File: config.mk
export PLATFORM = sky130hd
export DESIGN_NAME = cfg_ctl
export DESIGN_NICKNAME = d
export VERILOG_FILES = /design/src/cfg_ctl_pkg.sv /design/src/cfg_ctl.sv
export SDC_FILE = /design/constraint.sdc
export NUM_CORES = 1
export LEC_CHECK = 0
export BUFFER_PORTS_ARGS = -buffer_cell sky130_fd_sc_hd__buf_2
export CORE_ASPECT_RATIO = 1.2
export CORE_MARGIN = 5
export CORE_UTILIZATION = 59
export DETAILED_ROUTE_END_ITERATION = 8
export PLACE_DENSITY = 0.86
export RECOVER_POWER = 100
export SYNTH_ARGS = -nofsm -noshare
export SYNTH_HDL_FRONTEND = slang
export SYNTH_SLANG_ARGS = --single-unit
File: constraint.sdc
create_clock -name ref_clk -period 14.1 [get_ports ref_clk]
set_clock_uncertainty 0.05 [all_clocks]
set_input_delay 2.82 -clock ref_clk [delete_from_list [all_inputs] [get_ports ref_clk]]
set_output_delay 2.82 -clock ref_clk [all_outputs]
set_load 0.1 [all_outputs]
File: src/cfg_ctl_pkg.sv
// constants and types for the control-field interpreter
// ----------------------------------------------------------------------
// How it works
// - soft-config reset field gets no acknowledgment; the ready notice replies.
// - report field 0x36 replies 0x36 plus the three bytes latched at reset.
// - report field never resamples the pins; reply uses reset-time values.
// - sample field 0x37 samples pins on receipt, replies 0x37 plus three bytes.
// - sample reply shows current pin levels even when they differ from reset.
// - sampling pins leaves the active configuration unchanged.
// - parity mode 0 stops output parity from this reply; input parity optional.
// - parity mode 1 adds output parity from this reply; rejects unchecked input.
// - parity field is acknowledged by 0x3F alone.
// - codec write field 0x44, length n, n bytes to codec; acknowledged 0x44.
// - field 0x46 drives codec reset low and acknowledges 0x46.
// - field 0x47 updates codec reset output and acknowledges 0x47.
// - field 0x48 sets two-byte startup drop count, default 0, acknowledged.
// - pause field waits the given microseconds before the next field.
// - pause field is 0x49 plus two-byte count; acknowledged by 0x49.
// - after any reset a ready notice 0x39 is sent once packets are accepted.
// - three config bytes hold one bit per each of 24 pins.
// ----------------------------------------------------------------------
`default_nettype none
package cfg_ctl_pkg;
  localparam logic [7:0] ID_SOFT_CFG = 8'h34;
  localparam logic [7:0] ID_REPORT_CFG = 8'h36;
  localparam logic [7:0] ID_SAMPLE_CFG = 8'h37;
  localparam logic [7:0] ID_READY = 8'h39;
  localparam logic [7:0] ID_PARITY = 8'h3F;
  localparam logic [7:0] ID_CODEC_WR = 8'h44;
  localparam logic [7:0] ID_CODEC_CLR = 8'h46;
  localparam logic [7:0] ID_CODEC_SET = 8'h47;
  localparam logic [7:0] ID_DROP = 8'h48;
  localparam logic [7:0] ID_PAUSE = 8'h49;
  localparam logic [2:0] ARGS_SOFT = 3'h6;
  localparam logic [2:0] ARGS_ONE = 3'h1;
  localparam logic [2:0] ARGS_TWO = 3'h2;
  localparam logic [2:0] ARGS_NONE = 3'h0;
  localparam logic [2:0] REPLY_ACK = 3'h1;
  localparam logic [2:0] REPLY_CFG = 3'h4;
  localparam int PARITY_BIT = 20;
  localparam int CLK_NS = 10;
  localparam int US_NS = 1000;
  localparam int US_CYCLES = US_NS / CLK_NS;
  localparam logic [6:0] US_LAST = 7'(US_CYCLES - 1);
  localparam logic [1:0] WAKE_SYNC = 2'h2;
  localparam logic [15:0] DROP_RST = 16'h0000;
  localparam logic [7:0] OFS_STATUS = 8'h00;
  localparam logic [7:0] OFS_DROP = 8'h04;
  localparam logic [7:0] OFS_LATCHED = 8'h08;
  localparam logic [7:0] OFS_LIVE = 8'h0C;

  typedef enum logic [2:0] {
    ST_WAKE, ST_IDLE, ST_ARG, ST_CODEC, ST_REPLY, ST_PAUSE
  } fsm_e;

  typedef struct packed {
    logic cyc;
    logic stb;
    logic we;
    logic [7:0] adr;
    logic [3:0] sel;
    logic [31:0] dat;
  } wb_req_s;

  typedef struct packed {
    fsm_e state;
    logic [7:0] cmd;
    logic [2:0] arg_left;
    logic [47:0] arg;
    logic [23:0] pin_meta;
    logic [23:0] pin_sync;
    logic [23:0] latched;
    logic [23:0] soft_cfg;
    logic [23:0] soft_mask;
    logic [1:0] wake_cnt;
    logic parity_on;
    logic codec_rst_n;
    logic [15:0] drop;
    logic [15:0] pause_left;
    logic [6:0] us_cnt;
    logic [31:0] rbuf;
    logic [2:0] rlen;
    logic out_valid;
    logic in_ready;
    logic [7:0] codec_data;
    logic codec_valid;
    logic codec_last;
    logic [7:0] codec_left;
    logic ack;
    logic [31:0] rdat;
  } ctl_s;
endpackage
`default_nettype wire

File: src/cfg_ctl.sv
// control-field interpreter with wishbone status and drop-count registers
//
// Design decisions made here: the Wishbone slave port and the register addresses.
`default_nettype none
module cfg_ctl (
  input wire logic ref_clk,
  input wire logic rst,
  input wire logic [7:0] in_data,
  input wire logic in_valid,
  output logic in_ready,
  output logic [7:0] out_data,
  output logic out_valid,
  input wire logic out_ready,
  output logic parity_enable,
  input wire logic [23:0] cfg_pins,
  output logic [7:0] codec_data,
  output logic codec_valid,
  output logic codec_last,
  input wire logic codec_ready,
  output logic codec_rst_n,
  output logic [15:0] drop_count,
  input wire cfg_ctl_pkg::wb_req_s wb_req,
  output logic [31:0] wb_dat_o,
  output logic wb_ack_o
);

  // ----------------------------------------------------------------------
  // field decoding
  // ----------------------------------------------------------------------
  function automatic logic [2:0] arg_len(input logic [7:0] id);
    unique case (id)
      cfg_ctl_pkg::ID_SOFT_CFG: arg_len = cfg_ctl_pkg::ARGS_SOFT;
      cfg_ctl_pkg::ID_PARITY: arg_len = cfg_ctl_pkg::ARGS_ONE;
      cfg_ctl_pkg::ID_CODEC_WR: arg_len = cfg_ctl_pkg::ARGS_ONE;
      cfg_ctl_pkg::ID_DROP: arg_len = cfg_ctl_pkg::ARGS_TWO;
      cfg_ctl_pkg::ID_PAUSE: arg_len = cfg_ctl_pkg::ARGS_TWO;
      default: arg_len = cfg_ctl_pkg::ARGS_NONE;
    endcase
  endfunction

  cfg_ctl_pkg::ctl_s r;
  cfg_ctl_pkg::ctl_s n;

  // ----------------------------------------------------------------------
  // next state
  // ----------------------------------------------------------------------
  always_comb
  begin
    logic fire;
    logic take;
    logic [47:0] a;
    logic [23:0] c;
    logic [23:0] m;
    fire = 1'b0;
    take = in_valid && r.in_ready;
    a = r.arg;
    c = 24'h000000;
    m = 24'h000000;
    n = r;
    // pin synchroniser: first stage feeds only the second
    n.pin_meta = cfg_pins;
    n.pin_sync = r.pin_meta;
    unique case (r.state)
      cfg_ctl_pkg::ST_WAKE:
      begin
        n.wake_cnt = r.wake_cnt + 2'h1;
        if (r.wake_cnt == cfg_ctl_pkg::WAKE_SYNC)
        begin
          n.latched = (r.soft_cfg & r.soft_mask) |
                      (r.pin_sync & ~r.soft_mask);
          n.parity_on = n.latched[cfg_ctl_pkg::PARITY_BIT];
          n.rbuf = {24'h000000, cfg_ctl_pkg::ID_READY};
          n.rlen = cfg_ctl_pkg::REPLY_ACK;
          n.cmd = cfg_ctl_pkg::ID_READY;
          n.state = cfg_ctl_pkg::ST_REPLY;
        end
      end
      cfg_ctl_pkg::ST_IDLE:
      begin
        if (take)
        begin
          n.cmd = in_data;
          n.arg_left = arg_len(in_data);
          if (arg_len(in_data) == cfg_ctl_pkg::ARGS_NONE)
            fire = 1'b1;
          else
            n.state = cfg_ctl_pkg::ST_ARG;
        end
      end
      cfg_ctl_pkg::ST_ARG:
      begin
        if (take)
        begin
          a = {r.arg[39:0], in_data};
          n.arg = a;
          n.arg_left = r.arg_left - 3'h1;
          if (r.arg_left == cfg_ctl_pkg::ARGS_ONE)
            fire = 1'b1;
        end
      end
      cfg_ctl_pkg::ST_CODEC:
      begin
        if (r.codec_valid && codec_ready)
        begin
          n.codec_valid = 1'b0;
          if (r.codec_last)
          begin
            n.rbuf = {24'h000000, r.cmd};
            n.rlen = cfg_ctl_pkg::REPLY_ACK;
            n.state = cfg_ctl_pkg::ST_REPLY;
          end
        end
        else if (take)
        begin
          // forwarding codec bytes unchanged, one at a time
          n.codec_data = in_data;
          n.codec_valid = 1'b1;
          n.codec_last = r.codec_left == 8'h01;
          n.codec_left = r.codec_left - 8'h01;
        end
      end
      cfg_ctl_pkg::ST_REPLY:
      begin
        if (out_ready)
        begin
          n.rbuf = {8'h00, r.rbuf[31:8]};
          n.rlen = r.rlen - 3'h1;
          if (r.rlen == cfg_ctl_pkg::REPLY_ACK)
          begin
            // the pause starts only once its acknowledgment is out
            if (r.cmd == cfg_ctl_pkg::ID_PAUSE && r.pause_left != 16'h0000)
              n.state = cfg_ctl_pkg::ST_PAUSE;
            else
              n.state = cfg_ctl_pkg::ST_IDLE;
          end
        end
      end
      cfg_ctl_pkg::ST_PAUSE:
      begin
        n.us_cnt = r.us_cnt + 7'h01;
        if (r.us_cnt == cfg_ctl_pkg::US_LAST)
        begin
          n.us_cnt = 7'h00;
          n.pause_left = r.pause_left - 16'h0001;
          if (r.pause_left == 16'h0001)
            n.state = cfg_ctl_pkg::ST_IDLE;
        end
      end
    endcase

    // execute a complete field
    if (fire)
    begin
      n.state = cfg_ctl_pkg::ST_REPLY;
      n.rlen = cfg_ctl_pkg::REPLY_ACK;
      n.rbuf = {24'h000000, n.cmd};
      unique case (n.cmd)
        cfg_ctl_pkg::ID_SOFT_CFG:
        begin
          // no acknowledgment; reset then ready notice
          c = {a[31:24], a[39:32], a[47:40]};
          m = {a[7:0], a[15:8], a[23:16]};
          n.soft_cfg = c;
          n.soft_mask = m;
          n.codec_rst_n = 1'b1;
          n.drop = cfg_ctl_pkg::DROP_RST;
          n.wake_cnt = 2'h0;
          n.state = cfg_ctl_pkg::ST_WAKE;
        end
        cfg_ctl_pkg::ID_REPORT_CFG:
        begin
          n.rbuf = {r.latched, cfg_ctl_pkg::ID_REPORT_CFG};
          n.rlen = cfg_ctl_pkg::REPLY_CFG;
        end
        cfg_ctl_pkg::ID_SAMPLE_CFG:
        begin
          // live pins go to the reply only
          n.rbuf = {r.pin_sync, cfg_ctl_pkg::ID_SAMPLE_CFG};
          n.rlen = cfg_ctl_pkg::REPLY_CFG;
        end
        cfg_ctl_pkg::ID_PARITY:
          n.parity_on = a[0];
        cfg_ctl_pkg::ID_CODEC_WR:
        begin
          n.codec_left = a[7:0];
          if (a[7:0] != 8'h00)
            n.state = cfg_ctl_pkg::ST_CODEC;
        end
        cfg_ctl_pkg::ID_CODEC_CLR:
          n.codec_rst_n = 1'b0;
        cfg_ctl_pkg::ID_CODEC_SET:
          n.codec_rst_n = 1'b1;
        cfg_ctl_pkg::ID_DROP:
          n.drop = a[15:0];
        cfg_ctl_pkg::ID_PAUSE:
        begin
          n.pause_left = a[15:0];
          n.us_cnt = 7'h00;
        end
        default:
          n.state = cfg_ctl_pkg::ST_IDLE;
      endcase
    end

    // wishbone slave: one wait state, unmapped reads as zero
    // a write lands at the edge at which the master sees ack high; it is lost if a field completes in that cycle
    n.ack = wb_req.cyc && wb_req.stb && !r.ack;
    if (r.ack && wb_req.cyc && wb_req.stb && wb_req.we &&
        wb_req.adr == cfg_ctl_pkg::OFS_DROP && !fire)
    begin
      if (wb_req.sel[0])
        n.drop[7:0] = wb_req.dat[7:0];
      if (wb_req.sel[1])
        n.drop[15:8] = wb_req.dat[15:8];
    end
    n.rdat = 32'h00000000;
    unique case (wb_req.adr)
      cfg_ctl_pkg::OFS_STATUS:
        n.rdat[2:0] = {r.state != cfg_ctl_pkg::ST_IDLE, r.codec_rst_n,
                       r.parity_on};
      cfg_ctl_pkg::OFS_DROP:
        n.rdat[15:0] = r.drop;
      cfg_ctl_pkg::OFS_LATCHED:
        n.rdat[23:0] = r.latched;
      cfg_ctl_pkg::OFS_LIVE:
        n.rdat[23:0] = r.pin_sync;
      default:
        n.rdat = 32'h00000000;
    endcase

    n.out_valid = n.state == cfg_ctl_pkg::ST_REPLY;
    n.in_ready = n.state == cfg_ctl_pkg::ST_IDLE ||
                 n.state == cfg_ctl_pkg::ST_ARG ||
                 (n.state == cfg_ctl_pkg::ST_CODEC && !n.codec_valid);
  end

  // ----------------------------------------------------------------------
  // state register
  // ----------------------------------------------------------------------
  always_ff @(posedge ref_clk or posedge rst)
  begin
    if (rst)
    begin
      r <= '0;
      r.state <= cfg_ctl_pkg::ST_WAKE;
      r.codec_rst_n <= 1'b1;
      r.drop <= cfg_ctl_pkg::DROP_RST;
    end
    else
      r <= n;
  end

  assign in_ready = r.in_ready;
  assign out_data = r.rbuf[7:0];
  assign out_valid = r.out_valid;
  assign parity_enable = r.parity_on;
  assign codec_data = r.codec_data;
  assign codec_valid = r.codec_valid;
  assign codec_last = r.codec_last;
  assign codec_rst_n = r.codec_rst_n;
  assign drop_count = r.drop;
  assign wb_dat_o = r.rdat;
  assign wb_ack_o = r.ack;
endmodule
`default_nettype wire

==> summary.txt, run 1 <==
Status
  • Outcome: finished with violations
  • Violated checks: capacitance limit, slew limit

Synthesis
  • Flops & latches, synth: 305
  • Asr flop ratio synth: 100%
  • Mapped cell area: 0.0137 sq mm
  • Syn Area/Cell: 10.7 sq um
  • Seq/Total Area, Yosys: 55.6%
  • Post-synth EDFFs: 0
  • Most used DFF post-synth: dfrtp_1
  • Yosys warns: 0
  • Netlist cell types: 69
  • Mapped Cells: 1287

Power
  • Logic pwr share: 30.6%
  • Power per cell area: 195 mW/mm^2
  • Worst vdd ir: 132 uV
  • Clock power share: a little over a quarter
  • Switching power total: 0.00115 W
  • Sw frac: 39.5%
  • Leakage power: a little over 7 nW
  • Internal power: 0.00175 W
  • Reg power frac: 42.8%

Setup path
  • CP Capture Type: register
  • Reg2Reg Setup Slack: 8.08 ns
  • FF-to-FF path depth: 8
  • Crit Reg-Reg Endpoint: in_ready
  • Worst Setup Start Kind: primary input
  • Worst-path maximum fanout: 46
  • WP data required: 14.51 ns
  • Crit Reg-Reg Startpoint: r[310]
  • Crit path DAT: 8.36 ns
  • Kind of critical path: in2reg

Global route
  • M2 GR Usage: 45.0%
  • Largest net degree at the start of global routing: slightly below 200
  • Global routing usage on met1: 36.1%
  • Grt ovf: 0
  • Gr busiest metal: met2
  • GR Util met3: 4.76%
  • Tot GR Track Use: 28.2%
  • Antenna violations before repair: 0
  • Global-route wire length before repair: 57.7 mm
  • Vias in the first global route: 10306

Timing
  • RSZ-0062 raised after global routing: no
  • Max_slew headroom: -217%
  • Final setup vio count: 0
  • Final cycle utilization of the critical path: 56.4%
  • Slack of the critical path: 6.14 ns
  • Shortest period the worst path allows: just under 8 ns
  • Worst-Margin Slew: 4.73 ns
  • Achievable frequency: 126 MHz
  • Setup TNS: 0 ns
  • Max Slew Vio Count: 388
  • Fin. Hold Viols: 0

Layout
  • Final std cells w/o fill: 1665
  • P&R area growth vs syn: 8.00%
  • Design Area, Final: 0.0148 sq mm
  • Post-layout util: around 64%
  • Layout cells sized above 1: 11.9%
  • Final net count: between 1000 and 1500

CTS
  • Hold buffer count at CTS: 0
  • Post-CTS setup buffers: 0
  • H-tree Lvls: 1
  • Clock sinks: about 310
  • Worst-Skew Late Latency: 0.57 ns
  • Max clock buf depth: 3
  • Total CTS buffers: 30
  • PostCTS Resize Cnt: 0
  • Clk slew on worst S/H paths: 0.06 ns
  • Root Buffer: clkbuf_16
  • CTS tree: done

Place
  • Routability-driven placement congestion ratio: 1.01
  • DP Area: 0.0141 sq mm
  • Post-DP HPWL: 25.5 mm
  • Buffers added on ports: around 130
  • Pre-CTS WS: 7.56 ns
  • DP Cell Count: roughly 1600

Route
  • DR iter-0 viols: 1082
  • Via Count: 10345
  • Routed Antenna Nets: 0
  • Drt first pass iters: 7
  • Via/cell ratio: 6.21
  • # DRC: 0
  • WL per Instance: 22.5 um
  • Total Wirelength: 37.5 mm

Floorplanning
  • Vert. Die Dim: about 180 um
  • Core Area: about 0.023 sq mm
  • I/O pins: ~160
  • Initial Utilization: 59.6%
  • Chip Width: 149 um
  • Row Count: just over 60
  • Total Die Area: 0.0265 sq mm

Job
  • Max-cap violations: 8

Hold path
  • Hold path start: n[224]
  • Hold crit path type: reg2reg
  • Hold endpoint: r[224]
  • Cell count of the worst hold path: 0
-- cell usage after synthesis, drive strengths merged (5+ instances only) --
cell	number	share of area (%)
nor4b	5	0.32
ha	10	0.91
nand4	8	0.36
nor2b	7	0.32
xnor2	8	0.51
clkbuf	50	1.4
dfrtp	304	55
o211ai	7	0.38
a21o	6	0.33
nand2	184	5.0
a221oi	27	1.7
nor2	113	3.3
a31oi	11	0.50
a211oi	5	0.27
nor4	11	0.61
o21ai	62	2.3
a21oi	70	2.5
nor3	40	1.5
a221o	6	0.44
mux2	53	5.1
mux2i	49	3.6
xor2	17	1.1
a22oi	36	2.0
inv	29	0.79
buf	88	4.6
nand3	21	0.76
-- critical path, stage by stage --
cell and delay [ns]:
clkbuf_1 0.37, nor4bb_1 0.96, nand4_1 0.30, a41oi_4 0.27, clkbuf_1 1.74, nor3_1 0.36
nor2_1 1.10, a22oi_1 0.20, a21oi_1 0.23
-- through the flow --
stage	hold WS, ns	total power [W]
after floorplan	0.281	0.00191
after global placement	0.283	0.00209
after detailed placement	0.285	0.00213
after CTS	0.298	0.00290
after global routing	0.299	0.00304
final	0.294	0.00290
-- logic make-up (layout without fill, tap and decap cells) --
logic type | Yosys count | after routing | synth area share, %
flip-flops | 305 | 305 | 55.6
multiplexers | 105 | 105 | 9.17
adder cells (fa/ha/maj) | 10 | 10 | 0.911
AND/OR/NAND/NOR | 424 | 424 | 14.2
other | 1 | 9 | 0.0273
AO/OA/AOI/OAI | 250 | 250 | 11.8
XOR/XNOR | 25 | 25 | 1.59
buffers and inverters | 167 | 222 | 6.74
-- sequential cells by signal (all words and copies together), names as in the netlist --
| name | count |
|---|---|
| r | 218 |
| n | 24 |
| wb_dat_o | 24 |
| drop_count | 16 |
| codec_data | 8 |
| out_data | 8 |
| codec_last | 1 |
| codec_rst_n | 1 |
| codec_valid | 1 |
| in_ready | 1 |
| out_valid | 1 |
| parity_enable | 1 |
| wb_ack_o | 1 |
-- how the worst max path moves through the flow --
stage,start,end,slack [ns],cells past startpoint
floorplan,rst,codec_data[0],2.80,1
global placement,in_data[4],r[175],7.64,8
detailed placement,in_data[4],r[176],7.56,8
finish,in_data[4],drop_count[1],6.14,9
CTS,in_data[4],r[176],8.14,8
global route,in_data[4],drop_count[8],5.93,9
-- power groups by stage --
stage	clock network (W)	registers, W	logic (W)
final	0.000771	0.00124	0.000889
after global routing	0.000821	0.00126	0.000958
after CTS	0.000782	0.00123	0.000893
after detailed placement	0	0.00124	0.000886
after global placement	0	0.00123	0.000863
after floorplan	0	0.00122	0.000687
-- final cells by class --
cell class / count / area, sq um
Antenna cell: 1 / 2.50
Clock buffer: 40 / 818
Clock inverter: 10 / 120
Fill cell: 1794 / 8210
Inverter: 29 / 110
Multi-Input combinational cell: 822 / 5100
Sequential cell: 305 / 7630
Tap cell: 315 / 394
Timing Repair Buffer: 143 / 664
-- metal layers --
| layer | share of wire (%) | vias up |
|---|---|---|
| met3 | 9.0 | 149 |
| li1 | - | 4515 |
| met5 | 0 | - |
| met2 | 47 | 634 |
| met4 | 6.9 | 0 |
| met1 | 37 | 5047 |
-- placed cells by master (no fill, tap or decap), types with 4 or more instances in the layout --
cell type,n
a211oi_1,5
a21o_1,6
a21oi_1,70
a221o_1,6
a221oi_1,26
a22oi_1,36
a31oi_1,11
and3b_1,4
buf_2,62
buf_4,9
clkbuf_1,78
clkbuf_16,30
clkinv_2,4
conb_1,8
dfrtp_1,304
ha_1,10
inv_1,28
mux2_1,27
mux2_2,25
mux2i_1,49
nand2_1,183
nand2b_1,4
nand3_1,21
nand4_1,8
nor2_1,112
nor2b_1,7
nor3_1,38
nor4_1,10
nor4b_1,5
o211ai_1,7
o21ai_0,62
xnor2_1,8
xor2_1,17
No activity file was read; power rests on OpenSTA's default activity.
==> run 2: changes to the inputs <==
clock period = 8 ns   (was 14.1 ns; I/O delays follow)
==> run 2 against run 1 <==
The flow still finishes with violations (capacitance limit, slew limit). Global-route usage up 0.47 points. First-iteration DRC count is 8.8% higher. Via count grew 0.14%. Wire length is 1.3% higher. Critical path depth decreased by 1. Register-to-register slack worse by 5.2 ns. Count of clock-buffer cells in the layout shrank 1. Clock power rose by 85%. Sequential share of layout area shrank 0.24 points. Die area did not move. Setup slack worse by 4.2 ns. Largest cell class unchanged. Highest routed layer unchanged.
==> summary.txt, run 2 (synthesis results as in run 1) <==
Status
  • Outcome: finished with violations
  • Violated checks: capacitance limit, slew limit

Power
  • Worst vdd ir: 193 uV (+47%)
  • Leakage power: 7.07 nW (+0.54%)
  • Tot Pwr: 0.00517 W (+78%)
  • Power per cell area: 347 mW/mm^2 (+78%)

Setup path
  • Cell mode on critical path: buf_4
  • Cell Chain, Critical Path: clkbuf_1 > nor4bb_1 > nand4_1 > a41oi_4 > buf_4 > or3_1 > buf_4 > mux2_1
  • CP max stage delay: 1.48 ns (-0.26 ns)
  • Worst-path maximum fanout: 50 (+8.7%)
  • Reg2Reg Setup Slack: 2.91 ns (-5.17 ns)
  • Crit Reg-Reg Endpoint: r[102]
  • Critical Path Start: in_data[4]
  • CP Capture Type: register
  • Worst Setup Start Kind: primary input
  • Critical-path top delay cell: or3_1
  • Crit Reg-Reg Startpoint: r[310]
  • WP data required: 8.39 ns (-6.12 ns)
  • Crit path DAT: 6.41 ns (-1.95 ns)
  • Kind of critical path: in2reg
  • FF-to-FF path depth: 7 (-1)
  • Worst setup endpoint: r[133]

Layout
  • Layout fillers: 1786 (-0.45%)
  • Commonest non-fill, non-tap cells in the layout: 304 x dfrtp_1, 183 x nand2_1, 112 x nor2_1
  • Final std cells w/o fill: 1664 (-0.060%)
  • Largest register FFs: 218 (unchanged)
  • P&R area growth vs syn: 8.51%
  • Final net count: 1422 (-0.21%)
  • Layout cells sized above 1: 12.3% (+0.44 points)
  • Most common cell after layout, fill and taps aside: dfrtp_1
  • Reg with most FFs: r
  • Antenna Cells: 0 (-1)

Route
  • Total Wirelength: 38.0 mm (+1.3%)
  • # DRC: 0 (unchanged)
  • Routed Antenna Nets: 0 (unchanged)
  • Via Count: 10359 (+0.14%)
  • Via/cell ratio: 6.23 (+0.20%)
  • Drt first pass iters: 5 (-2)
  • WL per Instance: 22.8 um (+1.4%)
  • DR iter-0 viols: 1177 (+8.8%)

Global route
  • Largest net degree at the start of global routing: 209 (+5.6%)
  • Tot GR Track Use: 28.7% (+0.47 points)
  • Vias in the first global route: 10364 (+0.56%)
  • Antenna violations before repair: 0 (unchanged)
  • Grt ovf: 0 (unchanged)
  • Global-route wire length before repair: 58.6 mm (+1.5%)

Floorplanning
  • I/O pins: 155 (unchanged)
  • Chip Width: 149 um (unchanged)
  • Core Area: 0.0230 sq mm (unchanged)
  • Row Count: 61 (unchanged)
  • Vert. Die Dim: 177 um (unchanged)
  • Total Die Area: 0.0265 sq mm (unchanged)
  • Initial Utilization: 59.6% (unchanged)

CTS
  • Clk slew on worst S/H paths: 0.07 ns (about the same)
  • Clock sinks: 305 (unchanged)
  • Hold buffer count at CTS: 0 (unchanged)
  • Total CTS buffers: 28 (-6.7%)
  • H-tree Lvls: 1 (unchanged)
  • Root Buffer: clkbuf_16
  • Post-CTS setup buffers: 0 (unchanged)
  • PostCTS Resize Cnt: 0 (unchanged)
  • Worst-Skew Late Latency: 0.56 ns (about the same)
  • CTS tree: done
  • Max clock buf depth: 3 (unchanged)

Place
  • Buffers added on ports: 128 (unchanged)
  • DP Cell Count: 1613 (-0.062%)
  • Pre-CTS WS: 2.26 ns (-5.31 ns)
  • Post-DP HPWL: 26.0 mm (+2.2%)
  • Routability-driven placement congestion ratio: 0.929 (-8.3%)

Timing
  • Worst-Margin Slew: 3.85 ns (-0.885 ns)
  • Achievable frequency: 166 MHz
  • Final cycle utilization of the critical path: 75.2%
  • Setup TNS: 0 ns (unchanged)
  • Max Slew Vio Count: 307 (-21%)
  • Shortest period the worst path allows: 6.01 ns
  • RSZ-0062 raised after global routing: no
  • Slack of the critical path: 1.99 ns (-4.16 ns)
  • Final setup vio count: 0 (unchanged)
  • Fin. Hold Viols: 0 (unchanged)
  • Max_slew headroom: -156% (+61 points)

Job
  • Max-cap violations: 6 (-2)

Hold path
  • Hold crit path type: reg2reg
==> run 2: cell types whose count changed in the layout (fill, tap and decap cells not counted), sizes merged <==
cell,previous run,this run
diode,1,0
clkinvlp,3,2
buf,72,70
clkinv,6,7
bufinv,2,4
==> run 2: per-stage QoR <==
step | instance area [sq um] | util (%) | hold WS (ns)
after CTS | 15100 | 65.7 | 0.299
after global routing | 14900 | 64.7 | 0.299
final | 14900 | 64.7 | 0.297
after global placement | 14100 | 61.3 | 0.283
after floorplan | 13800 | - | 0.281
after detailed placement | 14100 | 61.3 | 0.285
==> run 2: layout make-up <==
type	count	area [sq um]	share of cell area, %
inverters	29	110	0.739
clock buffers	39	832	5.58
well taps	315	394	2.64
multi-input cells	822	5110	34.3
repair buffers	142	653	4.38
clock inverters	12	174	1.17
flip-flops and latches	305	7630	51.2
==> run 2: power breakdown <==
| group | total, W | switching [W] | leakage (nW) | internal [W] |
|---|---|---|---|---|
| sequential | 0.00218 | 0.000317 | 3.96 | 0.00187 |
| combinational | 0.00156 | 0.00112 | 2.62 | 0.000440 |
| clock | 0.00143 | 0.000580 | 0.499 | 0.000853 |
==> run 2: critical path, delay by kind of cell <==
kind                   cells  cell delay, ns
AO/OA/AOI/OAI              1            0.29
buffers and inverters      3            1.29
multiplexers               1            0.38
AND/OR/NAND/NOR            3            2.81
==> run 2: layer usage <==
layer | wire length [um] | global-route usage (%)
met4 | 3120 | 19.4
met2 | 17900 | 45.8
met1 | 14000 | 36.3
met5 | 0 | 0
met3 | 2960 | 4.15
==> run 2: worst min path at each step <==
| stage | start | endpoint | slack [ns] | cells past startpoint |
|---|---|---|---|---|
| 2_1_floorplan | n[203] | r[203] | 0.28 | 0 |
| 3_3_place_gp | n[211] | r[211] | 0.28 | 0 |
| 3_5_place_dp | n[225] | r[225] | 0.28 | 0 |
| 4_1_cts | n[225] | r[225] | 0.30 | 0 |
| 5_1_grt | n[223] | r[223] | 0.30 | 0 |
| 6_report | n[213] | r[213] | 0.30 | 0 |
